**config.mk**
```make
export PLATFORM = sky130hd
export DESIGN_NAME = pcs_sequencer
export DESIGN_NICKNAME = d
export VERILOG_FILES = /design/src/core/pcs_pkg.sv /design/src/core/pcs_phase_if.sv /design/src/core/pcs_phase_gen.sv /design/src/core/pcs_sequencer.sv
export SDC_FILE = /design/constraint.sdc
export NUM_CORES = 1
export LEC_CHECK = 0
export BUFFER_PORTS_ARGS = -buffer_cell sky130_fd_sc_hd__buf_2
export CORE_MARGIN = 1.5
export CORE_UTILIZATION = 27
export DETAILED_ROUTE_END_ITERATION = 6
export SLEW_MARGIN = 25
export SYNTH_ARGS = -nofsm -noshare
export SYNTH_HDL_FRONTEND = slang
export SYNTH_SLANG_ARGS = --single-unit
```
**constraint.sdc**
```tcl
create_clock -name clk -period 1.8 [get_ports clk]
set_clock_uncertainty 0.15 [all_clocks]
set_input_delay 0.45 -clock clk [delete_from_list [all_inputs] [get_ports clk]]
set_output_delay 0.45 -clock clk [all_outputs]
set_load 0.005 [all_outputs]
```
**src/core/pcs_pkg.sv**
```systemverilog
// pcs_pkg: constants for the instruction sequencer
// assumes one 40 MHz clock and a synchronous active-high reset
package pcs_pkg;
  localparam int unsigned PC_W       = 13;
  localparam int unsigned DATA_W     = 8;
  localparam int unsigned ADDR_W     = 8;
  localparam int unsigned PHASES     = 4;
  localparam int unsigned PH_W       = 2;
  localparam logic [PH_W-1:0] PH_LAST = 2'h3;
  localparam logic [PH_W-1:0] PH_ZERO = 2'h0;
  localparam logic [ADDR_W-1:0] PCL_ADDR = 8'h06;
  localparam logic [PC_W-1:0] VEC_RESET = 13'h0000;
  localparam logic [PC_W-1:0] VEC_EXT   = 13'h0004;
  localparam logic [PC_W-1:0] VEC_TIMER_ZERO_OVERFLOW_SOURCE  = 13'h0008;
  localparam logic [PC_W-1:0] VEC_TIMER_ONE_OVERFLOW_SOURCE  = 13'h000c;
  localparam int unsigned LOW_W      = 8;
  localparam int unsigned PAGE_LSB   = 8;
  localparam int unsigned PAGE_W     = 5;
  localparam logic [PC_W-1:0] PC_ONE = 13'h0001;
  localparam logic [PC_W-1:0] PC_TWO = 13'h0002;
  typedef enum logic [2:0] {
    PCS_XFER_NONE,
    PCS_XFER_JUMP,
    PCS_XFER_RET,
    PCS_XFER_SKIP,
    PCS_XFER_EXT,
    PCS_XFER_TIMER_ZERO_OVERFLOW_SOURCE,
    PCS_XFER_TIMER_ONE_OVERFLOW_SOURCE
  } pcs_xfer_e;
endpackage

```
**src/core/pcs_phase_if.sv**
```systemverilog
// pcs_phase_if: phase strobes between divider and sequencer
// assumes both sides run on the same clock
`timescale 1ns/1ps
interface pcs_phase_if;
  logic [3:0] phase_oh;
  logic       cycle_end;
  modport gen (output phase_oh, output cycle_end);
  modport use_ (input phase_oh, input cycle_end);
endinterface

```
**src/core/pcs_phase_gen.sv**
```systemverilog
// pcs_phase_gen: splits the system clock into four one-hot phases
// assumes rst is synchronous to clk
`timescale 1ns/1ps
module pcs_phase_gen (
  // clock and reset
  input  wire logic clk,
  input  wire logic rst,
  // phase strobes
  pcs_phase_if.gen  ph
);
  logic [pcs_pkg::PH_W-1:0] cnt_ff;

  always_ff @(posedge clk) begin
    if (rst) begin
      cnt_ff <= pcs_pkg::PH_ZERO;
    end else begin
      cnt_ff <= cnt_ff + 2'h1;
    end
  end

  genvar g;
  generate
    for (g = 0; g < pcs_pkg::PHASES; g++) begin : g_ph
      assign ph.phase_oh[g] = !rst && (cnt_ff == pcs_pkg::PH_W'(g));
    end
  endgenerate

  assign ph.cycle_end = !rst && (cnt_ff == pcs_pkg::PH_LAST);
endmodule // pcs_phase_gen

```
**src/core/pcs_sequencer.sv**
```systemverilog
// pcs_sequencer: program counter and fetch/execute pipeline control
// assumes decoder, stack and interrupt logic share clk; requests are held
// by the core for the instruction cycle in which they are executed
//
// Operation
// - four non-overlapping phases form each instruction cycle of four clocks
// - fetch in one cycle, decode and execute in the next, overlapped
// - counter-changing instructions take two cycles with a dummy cycle
// - counter advances by one after every fetched word
// - taken skip discards prefetched word, dummy cycle, continues at counter plus one
// - counter is 13 bits wide, bits 12 down to 0
// - counter loads on jump, skip, low-byte write, call, return, reset, interrupts
// - low-byte register at 06h is read/write, reads low counter byte
// - low-byte write keeps page bits 12..8, replaces bits 7..0
// - vectors: reset 000h, external 004h, timer zero 008h, timer one 00ch
// - jump and call load all 13 bits from the instruction word
// - returns restore the counter from the stack value
//
// The plain strobed port was decided locally.
`timescale 1ns/1ps
module pcs_sequencer (
  // clock and reset
  input  wire logic                      clk,
  input  wire logic                      rst,
  // register port
  input  wire logic [pcs_pkg::ADDR_W-1:0] reg_addr,
  input  wire logic [pcs_pkg::DATA_W-1:0] reg_wdata,
  input  wire logic                      reg_wr,
  input  wire logic                      reg_rd,
  output logic      [pcs_pkg::DATA_W-1:0] reg_rdata,
  // transfer requests from decoder, stack and interrupt logic
  input  wire logic                      jump_req,
  input  wire logic [pcs_pkg::PC_W-1:0]   jump_target,
  input  wire logic                      ret_req,
  input  wire logic [pcs_pkg::PC_W-1:0]   stack_top,
  input  wire logic                      skip_req,
  input  wire logic                      ext_irq_ack,
  input  wire logic                      timer_zero_overflow_source,
  input  wire logic                      timer_one_overflow_source,
  // program memory
  output logic      [pcs_pkg::PC_W-1:0]   fetch_addr,
  output logic                           fetch_strobe,
  input  wire logic [15:0]               fetch_word,
  // execute stage
  output logic      [15:0]               exec_word,
  output logic                           exec_valid,
  output logic      [3:0]                phase,
  output logic                           cycle_end,
  output logic      [pcs_pkg::PC_W-1:0]   instruction_pointer
);
  pcs_phase_if ph_if ();

  pcs_phase_gen u_phase (
    .clk (clk),
    .rst (rst),
    .ph  (ph_if.gen)
  );

  logic [pcs_pkg::PC_W-1:0]   pc_ff;
  logic [pcs_pkg::PC_W-1:0]   nxt_pc;
  logic [15:0]               ir_ff;
  logic                      ir_valid_ff;
  logic [pcs_pkg::DATA_W-1:0] rdata_ff;
  logic                      pcl_wr_ff;
  logic [pcs_pkg::DATA_W-1:0] pcl_val_ff;
  logic                      fetch_ok;
  logic                      flush;
  pcs_pkg::pcs_xfer_e        xfer;

  function automatic logic hit_pcl(input logic [pcs_pkg::ADDR_W-1:0] a);
    hit_pcl = (a == pcs_pkg::PCL_ADDR);
  endfunction

  // low-byte write captured until cycle end
  always_ff @(posedge clk) begin
    if (rst) begin
      pcl_wr_ff  <= 1'b0;
      pcl_val_ff <= 8'h00;
    end else if (reg_wr && hit_pcl(reg_addr)) begin
      pcl_wr_ff  <= 1'b1;
      pcl_val_ff <= reg_wdata;
    end else if (ph_if.cycle_end) begin
      pcl_wr_ff  <= 1'b0;
    end
  end

  always_ff @(posedge clk) begin
    if (rst) begin
      rdata_ff <= 8'h00;
    end else if (reg_rd && hit_pcl(reg_addr)) begin
      rdata_ff <= pc_ff[pcs_pkg::LOW_W-1:0];
    end else begin
      rdata_ff <= 8'h00;
    end
  end

  // transfer source, interrupts before executed transfers
  always_comb begin
    xfer = pcs_pkg::PCS_XFER_NONE;
    if (ext_irq_ack) begin
      xfer = pcs_pkg::PCS_XFER_EXT;
    end else if (timer_zero_overflow_source) begin
      xfer = pcs_pkg::PCS_XFER_TIMER_ZERO_OVERFLOW_SOURCE;
    end else if (timer_one_overflow_source) begin
      xfer = pcs_pkg::PCS_XFER_TIMER_ONE_OVERFLOW_SOURCE;
    end else if (ir_valid_ff && jump_req) begin
      xfer = pcs_pkg::PCS_XFER_JUMP;
    end else if (ir_valid_ff && ret_req) begin
      xfer = pcs_pkg::PCS_XFER_RET;
    end else if (ir_valid_ff && skip_req) begin
      xfer = pcs_pkg::PCS_XFER_SKIP;
    end
  end

  // any transfer flushes the prefetched word
  assign flush = (xfer != pcs_pkg::PCS_XFER_NONE) || pcl_wr_ff;

  always_comb begin
    nxt_pc = pc_ff;
    case (xfer)
      pcs_pkg::PCS_XFER_EXT:  nxt_pc = pcs_pkg::VEC_EXT;
      pcs_pkg::PCS_XFER_TIMER_ZERO_OVERFLOW_SOURCE: nxt_pc = pcs_pkg::VEC_TIMER_ZERO_OVERFLOW_SOURCE;
      pcs_pkg::PCS_XFER_TIMER_ONE_OVERFLOW_SOURCE: nxt_pc = pcs_pkg::VEC_TIMER_ONE_OVERFLOW_SOURCE;
      pcs_pkg::PCS_XFER_JUMP: nxt_pc = jump_target;
      pcs_pkg::PCS_XFER_RET:  nxt_pc = stack_top;
      // prefetched word was already counted, one more skips it
      pcs_pkg::PCS_XFER_SKIP: nxt_pc = pc_ff + pcs_pkg::PC_ONE;
      pcs_pkg::PCS_XFER_NONE: begin
        if (pcl_wr_ff) begin
          nxt_pc = {pc_ff[pcs_pkg::PC_W-1:pcs_pkg::PAGE_LSB], pcl_val_ff};
        end else begin
          nxt_pc = pc_ff + pcs_pkg::PC_ONE;
        end
      end
      default: nxt_pc = pc_ff;
    endcase
  end

  // 13-bit counter, loaded at cycle end
  always_ff @(posedge clk) begin
    if (rst) begin
      pc_ff <= pcs_pkg::VEC_RESET;
    end else if (ph_if.cycle_end) begin
      pc_ff <= nxt_pc;
    end
  end

  assign fetch_ok = ph_if.cycle_end;

  // fetched word moves to execute stage
  always_ff @(posedge clk) begin
    if (rst) begin
      ir_ff       <= 16'h0000;
      ir_valid_ff <= 1'b0;
    end else if (fetch_ok) begin
      ir_ff <= fetch_word;
      ir_valid_ff <= !flush;
    end
  end

  assign fetch_addr          = pc_ff;
  assign fetch_strobe        = ph_if.phase_oh[0];
  assign exec_word           = ir_ff;
  assign exec_valid          = ir_valid_ff;
  assign phase               = ph_if.phase_oh;
  assign cycle_end           = ph_if.cycle_end;
  assign instruction_pointer = pc_ff;
  assign reg_rdata           = rdata_ff;
endmodule // pcs_sequencer

```
==> results of run 1 <==
==> routing by layer <==
metal	part of all wire, %	wire length (um)
met5	0	0
met4	1.6	119
met3	7.2	536
met2	49	3610
met1	43	3170
==> critical path: cells and delay by family, from the launching register on <==
family	cells	cell delay (ps)
adders and majority gates	1	150
buffers and inverters	3	270
DFF	1	370
and+or+nand+nor	1	140
==> sequential cells by signal (all words and copies together) (netlist names) <==
register and cells:
exec_valid 1, exec_word 16, fetch_addr 13, pcl_val_ff 8, pcl_wr_ff 1, reg_rdata 8
u_phase.cnt_ff 2
==> area by class of cell <==
type | count | share of cell area (%)
multi-input combinational | 186 | 37.7
sequential | 49 | 27.7
timing repair buffer | 161 | 26.2
tap | 108 | 3.78
clock buffer | 6 | 2.03
inverter | 11 | 1.44
clock inverter | 2 | 1.09
antenna | 1 | 0.0701
==> Yosys cell counts, types with 3 or more instances <==
master and count:
dfxtp_1 49, mux2i_1 25, o21ai_0 6, inv_1 11, nor2_1 39, buf_4 15
a22o_1 3, clkbuf_1 5, a222oi_1 7, and3_1 3, xnor2_1 4, nand3_1 7
a21oi_1 9, and2_1 10, a31oi_1 9, o32ai_1 4, nand2b_1 3, nand2_1 15
nor2b_1 6, buf_2 5, ha_1 5
==> path summary, 6_finish.rpt <==
kind / endpoint / slack, ps / from
setup / recovery: phase[1] / -30 / u_phase.cnt_ff[1]
hold / removal: pcl_val_ff[2] / 210 / reg_wdata[2]
hold reg to reg: exec_word[9] / 350 / exec_word[9]
setup reg to reg: fetch_addr[2] / 20 / u_phase.cnt_ff[1]
==> logic make-up (layout without fill, tap and decap cells) <==
group	Yosys count	count (layout)	synth area share [%]
AND/OR/NAND/NOR	101	101	20.9
AO/OA/AOI/OAI	50	50	14.9
flip-flops	49	49	39.9
buffers and inverters	38	180	9.12
multiplexers	26	26	11.1
adder cells (fa/ha/maj)	5	5	2.55
XOR/XNOR	4	4	1.43
other	0	1	0
==> power by group <==
part	switching, uW	total [uW]	internal (uW)
clock network	393	811	418
registers	12.7	1110	1100
logic	136	291	155
total	541	2220	1670
==> layout by cell type, fill, tap and decap left out, types with 2 or more instances in the layout <==
cell | netlist | routed
xnor2_1 | 4 | 4
inv_4 | 0 | 2
clkbuf_8 | 0 | 5
ha_4 | 0 | 3
buf_6 | 1 | 5
nor2_1 | 39 | 38
inv_1 | 11 | 8
a222oi_1 | 7 | 7
nor2b_2 | 0 | 2
nand3_1 | 7 | 6
and3_4 | 1 | 2
nand2b_1 | 3 | 2
and4_1 | 2 | 2
nand4_1 | 2 | 2
mux2i_1 | 25 | 25
dfxtp_4 | 0 | 2
o22ai_1 | 2 | 2
nand2_1 | 15 | 15
buf_2 | 5 | 122
and3_1 | 3 | 2
nor2b_1 | 6 | 3
nor3_1 | 2 | 2
and2_1 | 10 | 10
a31oi_1 | 9 | 9
buf_4 | 15 | 33
or2_2 | 2 | 2
o21ai_0 | 6 | 6
a21oi_1 | 9 | 9
a22o_1 | 3 | 3
dfxtp_1 | 49 | 46
o32ai_1 | 4 | 3
==> stage by stage <==
| step | power, uW | setup TNS (ps) | cell area (um^2) | hold slack (ps) | util (%) |
|---|---|---|---|---|---|
| after floorplan | 1240 | 0 | 2460 | 268 | - |
| after detailed placement | 1390 | -1850 | 3290 | 330 | 37.5 |
| after global routing | 2330 | -440 | 3570 | 219 | 40.8 |
| after global placement | 1390 | -1550 | 3290 | 320 | 37.5 |
| final | 2220 | -54.7 | 3570 | 215 | 40.8 |
| after CTS | 2240 | -45.1 | 3460 | 206 | 39.5 |
==> what timing repair did <==
action                                  in CTS  in global routing
endpoints found under the hold margin        0                  0
pin swaps                                    0                  4
buffers inserted                             2                  2
endpoints found under the setup margin       7                 16
gates resized for setup                     14                 23
==> flow_metrics.env, run 1 <==
export IMPL_slowest_delay_ps=370
export IMPL_ys_types=49
export IMPL_ys_flop_type="dfxtp_1"
export IMPL_num_rows=34
export IMPL_status="finished, violations left"
export IMPL_finalSetupViolations=4
export IMPL_cp_end_kind="primary output"
export IMPL_synth_area_mm2=0.00246
export IMPL_clk_path_buf_depth=2
export IMPL_dieHeight_um=98.4
export IMPL_core_mm2=0.00876
export IMPL_firstDrtPassIters=4
export IMPL_place_inst=511
export IMPL_grt_antenna_before_repair=1
export IMPL_synth_area_leaders="dfxtp_1 40%, mux2i_1 10%, nor2_1 6.0%"
export IMPL_crit_arrival_ps=1230
export IMPL_hpwl_um=5700
export IMPL_routedWlPerCell_um=14.2
export IMPL_layout_min_cycle_time_ps=1830
export IMPL_cts_root_buffer="clkbuf_8"
export IMPL_track_usage_pct=14.9
export IMPL_maxCapViolations=0
export IMPL_synth_nets=346
export IMPL_max_freq_mhz=546
export IMPL_pre_cts_ws_ps=-190
export IMPL_yosys_area_top_type="dfxtp_1"
export IMPL_cts_sinks=49
export IMPL_num_vias=2489
export IMPL_cts_tree="done"
export IMPL_h_tree_depth=2
export IMPL_reg2regPathDepth=6
export IMPL_drcViolationCount=0
export IMPL_synth_edf_count=0
export IMPL_crit_required_ps=1200
export IMPL_synth_seq_cells=49
export IMPL_rsz0062_at_grt="true"
export IMPL_portBuffers=124
export IMPL_synthArstFlopShare_pct=0
export IMPL_finalNonFillerCells=524
export IMPL_synthToLayoutAreaGrowth_pct=45.4
export IMPL_clock_latency_ps=310
export IMPL_yosysWarnings=0
export IMPL_critical_path_class="register to primary output"
export IMPL_drv_slew=0
export IMPL_worst_pin_slew_ps=402
export IMPL_min_path_cells=3
export IMPL_overflow=0
export IMPL_crit_path_top_delay_cell="dfxtp_4"
export IMPL_max_vdd_ir_drop_mv=0.412
export IMPL_avgSynthCellArea_um2=9.00
export IMPL_viasPerCell=4.75
export IMPL_gr_usage_met1_pct=19.0
export IMPL_power_density_mw_per_mm2=620
export IMPL_synth_seq_area_share_pct=39.9
export IMPL_drtIter0Drc=112
export IMPL_grt_pass1_wl_um=11600
export IMPL_synthCells=273
export IMPL_ant_nets=0
export IMPL_grt_use_met2_pct=24.7
export IMPL_place_congestion=0.842
export IMPL_crit_chain="buf_6 -> inv_4 -> ha_2 -> nor2b_2 -> buf_2"
export IMPL_cts_buffers=5
export IMPL_fillers=918
export IMPL_p_leak_uw=0.00170
export IMPL_worst_path_max_fanout=2
export IMPL_die_x_um=98.4
export IMPL_dieArea_mm2=0.00968
export IMPL_path_clk_slew_ps=90
export IMPL_post_synth_top_area_fraction_pct=39.9
export IMPL_drive_above_1_share_pct=47.2
export IMPL_violations="setup timing"
export IMPL_finalCritPeriodShare_pct=102
export IMPL_nets=487
export IMPL_start_util_pct=28.0
export IMPL_fin_ws_ps=-32.2
export IMPL_top_usage_layer="met2"
export IMPL_multiInputGateArea_mm2=0.00135
export IMPL_hold_viol=0
export IMPL_grt_max_degree=27
export IMPL_min_path_type="primary input to register"
export IMPL_ff_latch_area_um2=990
export IMPL_num_io_pins=125
export IMPL_startpoint_type="register"
export IMPL_cts_hold_buf=0
export IMPL_grt_pass1_vias=2362
export IMPL_wl_um=7430
export IMPL_slew_limit_headroom_pct=73.2
export IMPL_grt_util_met3_pct=4.15
Power figures use the tool's default switching activity.
==> run 2, diff against run 1 <==
Settings changed: ABC_AREA set to 1.
==> run 2 against run 1 <==
The flow still finishes with violations (setup timing). Sequential cell count did not move. Final cell count up 33%. Area after synthesis rose by 17%. Highest routed layer unchanged. Critical path depth up 1. Power is 1.7% higher. Critical endpoint is now phase[0]. Combinational power is 7.6% higher. Worst setup slack improved by 29 ps.
==> flow_metrics.env, run 2 <==
export IMPL_synth_seq_cells=49
export IMPL_yosysWarnings=0
export IMPL_synthCells=427
export IMPL_maxCapViolations=0
export IMPL_grt_util_met3_pct=3.13
export IMPL_synth_most_common_cell="nand2_1"
export IMPL_place_inst=683
export IMPL_synthToLayoutAreaGrowth_pct=37.5
export IMPL_num_vias=3048
export IMPL_min_path_type="primary input to register"
export IMPL_synth_edf_count=0
export IMPL_dpl_cell_area_mm2=0.00370
export IMPL_hold_viol=0
export IMPL_ant_nets=0
export IMPL_slew_limit_headroom_pct=74.6
export IMPL_cts_tree="done"
export IMPL_crit_path_top_delay_cell="dfxtp_2"
export IMPL_fillers=1085
export IMPL_portBuffers=124
export IMPL_synth_nets=500
export IMPL_cts_sinks=49
export IMPL_drtIter0Drc=128
export IMPL_power_uw=2250
export IMPL_cp_end_kind="primary output"
export IMPL_finalCritPeriodShare_pct=100
export IMPL_crit_chain="buf_6 -> inv_6 -> ha_4 -> inv_2 -> nor2_2 -> buf_2"
export IMPL_viasPerCell=4.39
export IMPL_startpoint_type="register"
export IMPL_grt_antenna_before_repair=0
export IMPL_worst_pin_slew_ps=378
export IMPL_num_io_pins=125
export IMPL_firstDrtPassIters=4
export IMPL_diodes=0
export IMPL_drive_above_1_share_pct=39.7
export IMPL_final_common_cell="buf_2"
export IMPL_rsz0062_at_grt="true"
export IMPL_ys_flop_type="dfxtp_1"
export IMPL_top_usage_layer="met2"
export IMPL_slowest_delay_ps=380
export IMPL_finalNonFillerCells=695
export IMPL_grt_pass1_wl_um=13400
export IMPL_crit_required_ps=1200
export IMPL_dieHeight_um=106
export IMPL_h_tree_depth=2
export IMPL_gr_usage_met1_pct=18.4
export IMPL_drcViolationCount=0
export IMPL_avgSynthCellArea_um2=6.71
export IMPL_crit_arrival_ps=1200
export IMPL_ys_types=32
export IMPL_critPathBufInv=4
export IMPL_final_area_mm2=0.00394
export IMPL_nets=631
export IMPL_max_vdd_ir_drop_mv=0.323
export IMPL_synth_area_leaders="dfxtp_1 34%, nand2_1 14%, nor2_1 8.9%"
export IMPL_num_rows=37
export IMPL_max_freq_mhz=555
export IMPL_grt_pass1_vias=2902
export IMPL_p_leak_uw=0.00198
export IMPL_overflow=0
export IMPL_layout_min_cycle_time_ps=1800
export IMPL_status="finished, violations left"
export IMPL_place_congestion=0.857
export IMPL_tns_ps=-6.06
export IMPL_grt_use_met2_pct=26.3
export IMPL_worst_path_max_fanout=3
export IMPL_clk_path_buf_depth=2
export IMPL_yosys_area_top_type="dfxtp_1"
export IMPL_finalSetupViolations=3
export IMPL_synthArstFlopShare_pct=0
export IMPL_cts_root_buffer="clkbuf_8"
export IMPL_routedWlPerCell_um=11.9
export IMPL_fin_ws_ps=-2.98
export IMPL_layout_common_cells="122 x buf_2, 106 x nand2_1, 66 x nor2_1, 45 x dfxtp_1, 30 x inv_1"
export IMPL_cts_buffers=5
export IMPL_drv_slew=0
export IMPL_post_synth_top_area_fraction_pct=34.2
export IMPL_synth_common_cells="106 x nand2_1, 68 x nor2_1, 49 x dfxtp_1"
export IMPL_path_clk_slew_ps=90
export IMPL_largest_register_ffs=16
export IMPL_critical_path_class="register to primary output"
export IMPL_clock_latency_ps=300
export IMPL_power_density_mw_per_mm2=572
export IMPL_critPathTopFamily="flip-flops"
export IMPL_start_util_pct=27.8
export IMPL_dieArea_mm2=0.0112
export IMPL_synth_area_mm2=0.00287
export IMPL_wl_um=8260
export IMPL_track_usage_pct=14.8
export IMPL_grt_max_degree=25
export IMPL_synth_seq_area_share_pct=34.2
export IMPL_core_mm2=0.0103
export IMPL_hpwl_um=6470
export IMPL_violations="setup timing"
export IMPL_die_x_um=106
## run 2: cell types whose count changed after synthesis, moves of 9 or more
| cell | delta |
|---|---|
| nand3_1 | +16 |
| nand3_2 | +9 |
| and2_1 | -10 |
| inv_1 | +24 |
| a31oi_1 | -9 |
| inv_2 | +12 |
| nand2_1 | +91 |
| mux2i_1 | -25 |
| o21ai_0 | +22 |
| nor2_1 | +29 |
## run 2: layout make-up
cell class                 count  area (um^2)  share of cell area [%]
clock buffer                   6         72.6                    1.84
clock inverter                 2         38.8                   0.984
inverter                      48          191                    4.86
multi-input combinational    299         1570                    39.9
sequential                    49          986                    25.0
tap                          136          170                    4.32
timing repair buffer         155          911                    23.1
## run 2: final timing paths
| kind | cells after the start | from | slack [ps] | to |
|---|---|---|---|---|
| setup reg to reg | 10 | fetch_addr[0] | 160 | fetch_addr[10] |
| hold reg to reg | 2 | pcl_val_ff[5] | 320 | pcl_val_ff[5] |
| hold / removal | 3 | fetch_word[4] | 220 | exec_word[4] |
| setup / recovery | 6 | u_phase.cnt_ff[0] | -3 | phase[0] |
## run 2: power by group
group	switching, uW	internal [uW]	leakage (uW)
clock	389	418	0.0000554
sequential	20.6	1110	0.000398
combinational	161	152	0.00153
## run 2: worst reg2reg max path, cell delays in order, from the launching register on
cell	delay (ps)
dfxtp_1	340
ha_1	190
nand3_2	110
inv_1	100
nand2_1	80
nor2_1	170
xor2_2	140
nand2_1	60
nand2_1	60
nand2_1	60
a21oi_2	110
## run 2: routing by layer
metal	wire length (um)	up-vias
li1	-	1578
met4	58	0
met5	0	-
met3	443	6
met2	4000	99
met1	3760	1365
## run 2: kinds of logic after synthesis
kind of cell	count (synthesis)	share of synthesized area, %
fa+ha+maj	5	2.18
buf+inv	79	13.1
flops	49	34.2
compound gates	52	10.1
simple gates	236	38.4
xor+xnor	6	2.10
## run 2: timing repair
item | 4_1_cts | 5_1_grt
gates resized for setup | 14 | 14
setup endpoints to repair | 4 | 15
pin swaps | 2 | 5
hold buffers | 0 | 0
setup buffers | 3 | 1
## run 2: stage by stage
stage          setup slack, ps  hold WS (ps)  utilization (%)
6_report                 -2.98           215             38.2
5_1_grt                  -57.5           212             38.2
4_1_cts                  -13.6           207             37.5
3_5_place_dp             -41.4           303             35.9
3_3_place_gp              7.20           283             35.9
2_1_floorplan             51.2           268                -
==> run 3, diff against run 2 <==
Settings changed: PLACE_DENSITY set to 0.53.
==> run 3 against run 2 <==
The run still ends with setup timing left. Worst setup slack worse by 0.61 ps. Utilization shrank 1.2 points. Sequential cell count stayed put. Cell area is 3.2% lower. Critical path depth down 1. Sequential power barely moved. Power decreased by 8.8%. Combinational power fell by 12%. Routed wire length rose by 1.3%. Non-clock buffer count decreased by 6. Hold slack improved by 0.85 ps. Critical endpoint is now phase[3]. Largest cell class unchanged. Largest power group unchanged. Highest routed layer unchanged.
==> flow_metrics.env, run 3 (synthesis gave the netlist of run 2 again) <==
export IMPL_status="finished, violations left"
export IMPL_violations="setup timing"
export IMPL_ff_latch_area_um2=991
export IMPL_grt_antenna_before_repair=0
export IMPL_largest_register_ffs=16
export IMPL_ant_nets=0
export IMPL_hpwl_um=6680
export IMPL_fin_ws_ps=-3.58
export IMPL_nets=625
export IMPL_dpl_cell_area_mm2=0.00367
export IMPL_place_congestion=0.839
export IMPL_tns_ps=-3.58
export IMPL_intPower_uw=1510
export IMPL_viasPerCell=4.41
export IMPL_fillers=1129
export IMPL_layout_common_cells="122 x buf_2, 106 x nand2_1, 67 x nor2_1, 45 x dfxtp_1, 35 x inv_1"
export IMPL_cts_hold_buf=0
export IMPL_portBuffers=124
export IMPL_seqPwrFrac_pct=55.1
export IMPL_grt_pass1_wl_um=13400
export IMPL_layout_min_cycle_time_ps=1800
export IMPL_critical_path_class="register to primary output"
export IMPL_clk_path_buf_depth=2
export IMPL_dieArea_mm2=0.0112
export IMPL_multiInputGateArea_mm2=0.00153
export IMPL_core_mm2=0.0103
export IMPL_routedWlPerCell_um=12.1
export IMPL_drtIter0Drc=121
export IMPL_power_density_mw_per_mm2=539
export IMPL_die_x_um=106
export IMPL_cp_end_kind="primary output"
export IMPL_p_leak_uw=0.00195
export IMPL_finalSetupViolations=1
export IMPL_slew_limit_headroom_pct=77.4
export IMPL_crit_arrival_ps=1200
export IMPL_switchingPower_uw=544
export IMPL_overflow=0
export IMPL_num_io_pins=125
export IMPL_sw_frac_of_total_pct=26.5
export IMPL_track_usage_pct=14.9
export IMPL_crit_required_ps=1200
export IMPL_rrSetupSlack_ps=160
export IMPL_max_vdd_ir_drop_mv=0.301
export IMPL_final_common_cell="buf_2"
export IMPL_finalCritPeriodShare_pct=100
export IMPL_start_util_pct=27.8
export IMPL_grt_pass1_vias=2874
export IMPL_num_rows=37
export IMPL_diodes=0
export IMPL_pre_cts_ws_ps=-49.9
export IMPL_pwr_share_clk_pct=31.6
export IMPL_rsz0062_at_grt="true"
export IMPL_worst_path_max_fanout=5
export IMPL_cts_sinks=49
export IMPL_final_area_mm2=0.00381
export IMPL_maxCapViolations=0
export IMPL_dieHeight_um=106
export IMPL_num_vias=3040
export IMPL_combPwrFrac_pct=13.4
export IMPL_synthToLayoutAreaGrowth_pct=33.0
export IMPL_worst_pin_slew_ps=335
export IMPL_firstDrtPassIters=4
export IMPL_min_path_type="primary input to register"
export IMPL_h_tree_depth=2
export IMPL_startpoint_type="register"
export IMPL_path_clk_slew_ps=90
export IMPL_hold_viol=0
export IMPL_clock_latency_ps=300
export IMPL_cts_buffers=5
export IMPL_grt_max_degree=25
export IMPL_drv_slew=0
export IMPL_cts_tree="done"
export IMPL_max_freq_mhz=554
export IMPL_drcViolationCount=0
export IMPL_drive_above_1_share_pct=37.6
export IMPL_wl_um=8370
export IMPL_cts_root_buffer="clkbuf_8"
-- run 3: worst paths after layout --
| kind | cells after the start | from | endpoint |
|---|---|---|---|
| max | 5 | u_phase.cnt_ff[1] | phase[3] |
| min | 3 | fetch_word[6] | exec_word[6] |
| max reg2reg | 9 | fetch_addr[6] | fetch_addr[7] |
| min reg2reg | 1 | u_phase.cnt_ff[0] | u_phase.cnt_ff[0] |
-- run 3: cell type report --
type	instances	share of cell area [%]
tap	136	4.46
timing repair buffer	149	22.5
multi-input combinational	299	40.0
inverter	48	4.76
clock inverter	3	0.459
sequential	49	26.0
clock buffer	5	1.80
-- run 3: critical path: stages (launching register included) --
cell and delay [ps]:
dfxtp_4 380, ha_4 130, inv_2 30, nor2_1 80
buf_4 170, buf_6 110
-- run 3: per-layer routing --
| metal | GRT usage (%) | wire, um |
|---|---|---|
| met1 | 17.6 | 3710 |
| met2 | 27.6 | 4080 |
| met3 | 2.94 | 491 |
| met4 | 3.19 | 87 |
| met5 | 0 | 0 |
-- run 3: what timing repair did --
action	CTS	global route
setup endpoints to repair	2	7
pin swaps	0	1
buffers inserted	2	0
gates resized for setup	7	4
-- run 3: per-stage QoR --
step                instances  power [uW]  hold slack (ps)  util (%)
floorplan                 427        1270              268         -
global placement          679        1420              282      35.6
detailed placement        679        1430              296      35.6
CTS                       689        2090              210      36.9
global route              689        2160              214      36.9
finish                    689        2050              216      36.9
-- run 3: power by group through the flow --
stage	clock, uW	combinational [uW]	sequential [uW]
CTS	676	278	1130
finish	648	275	1130
global route	715	310	1140
floorplan	0	121	1150
detailed placement	0	273	1150
global placement	0	268	1150
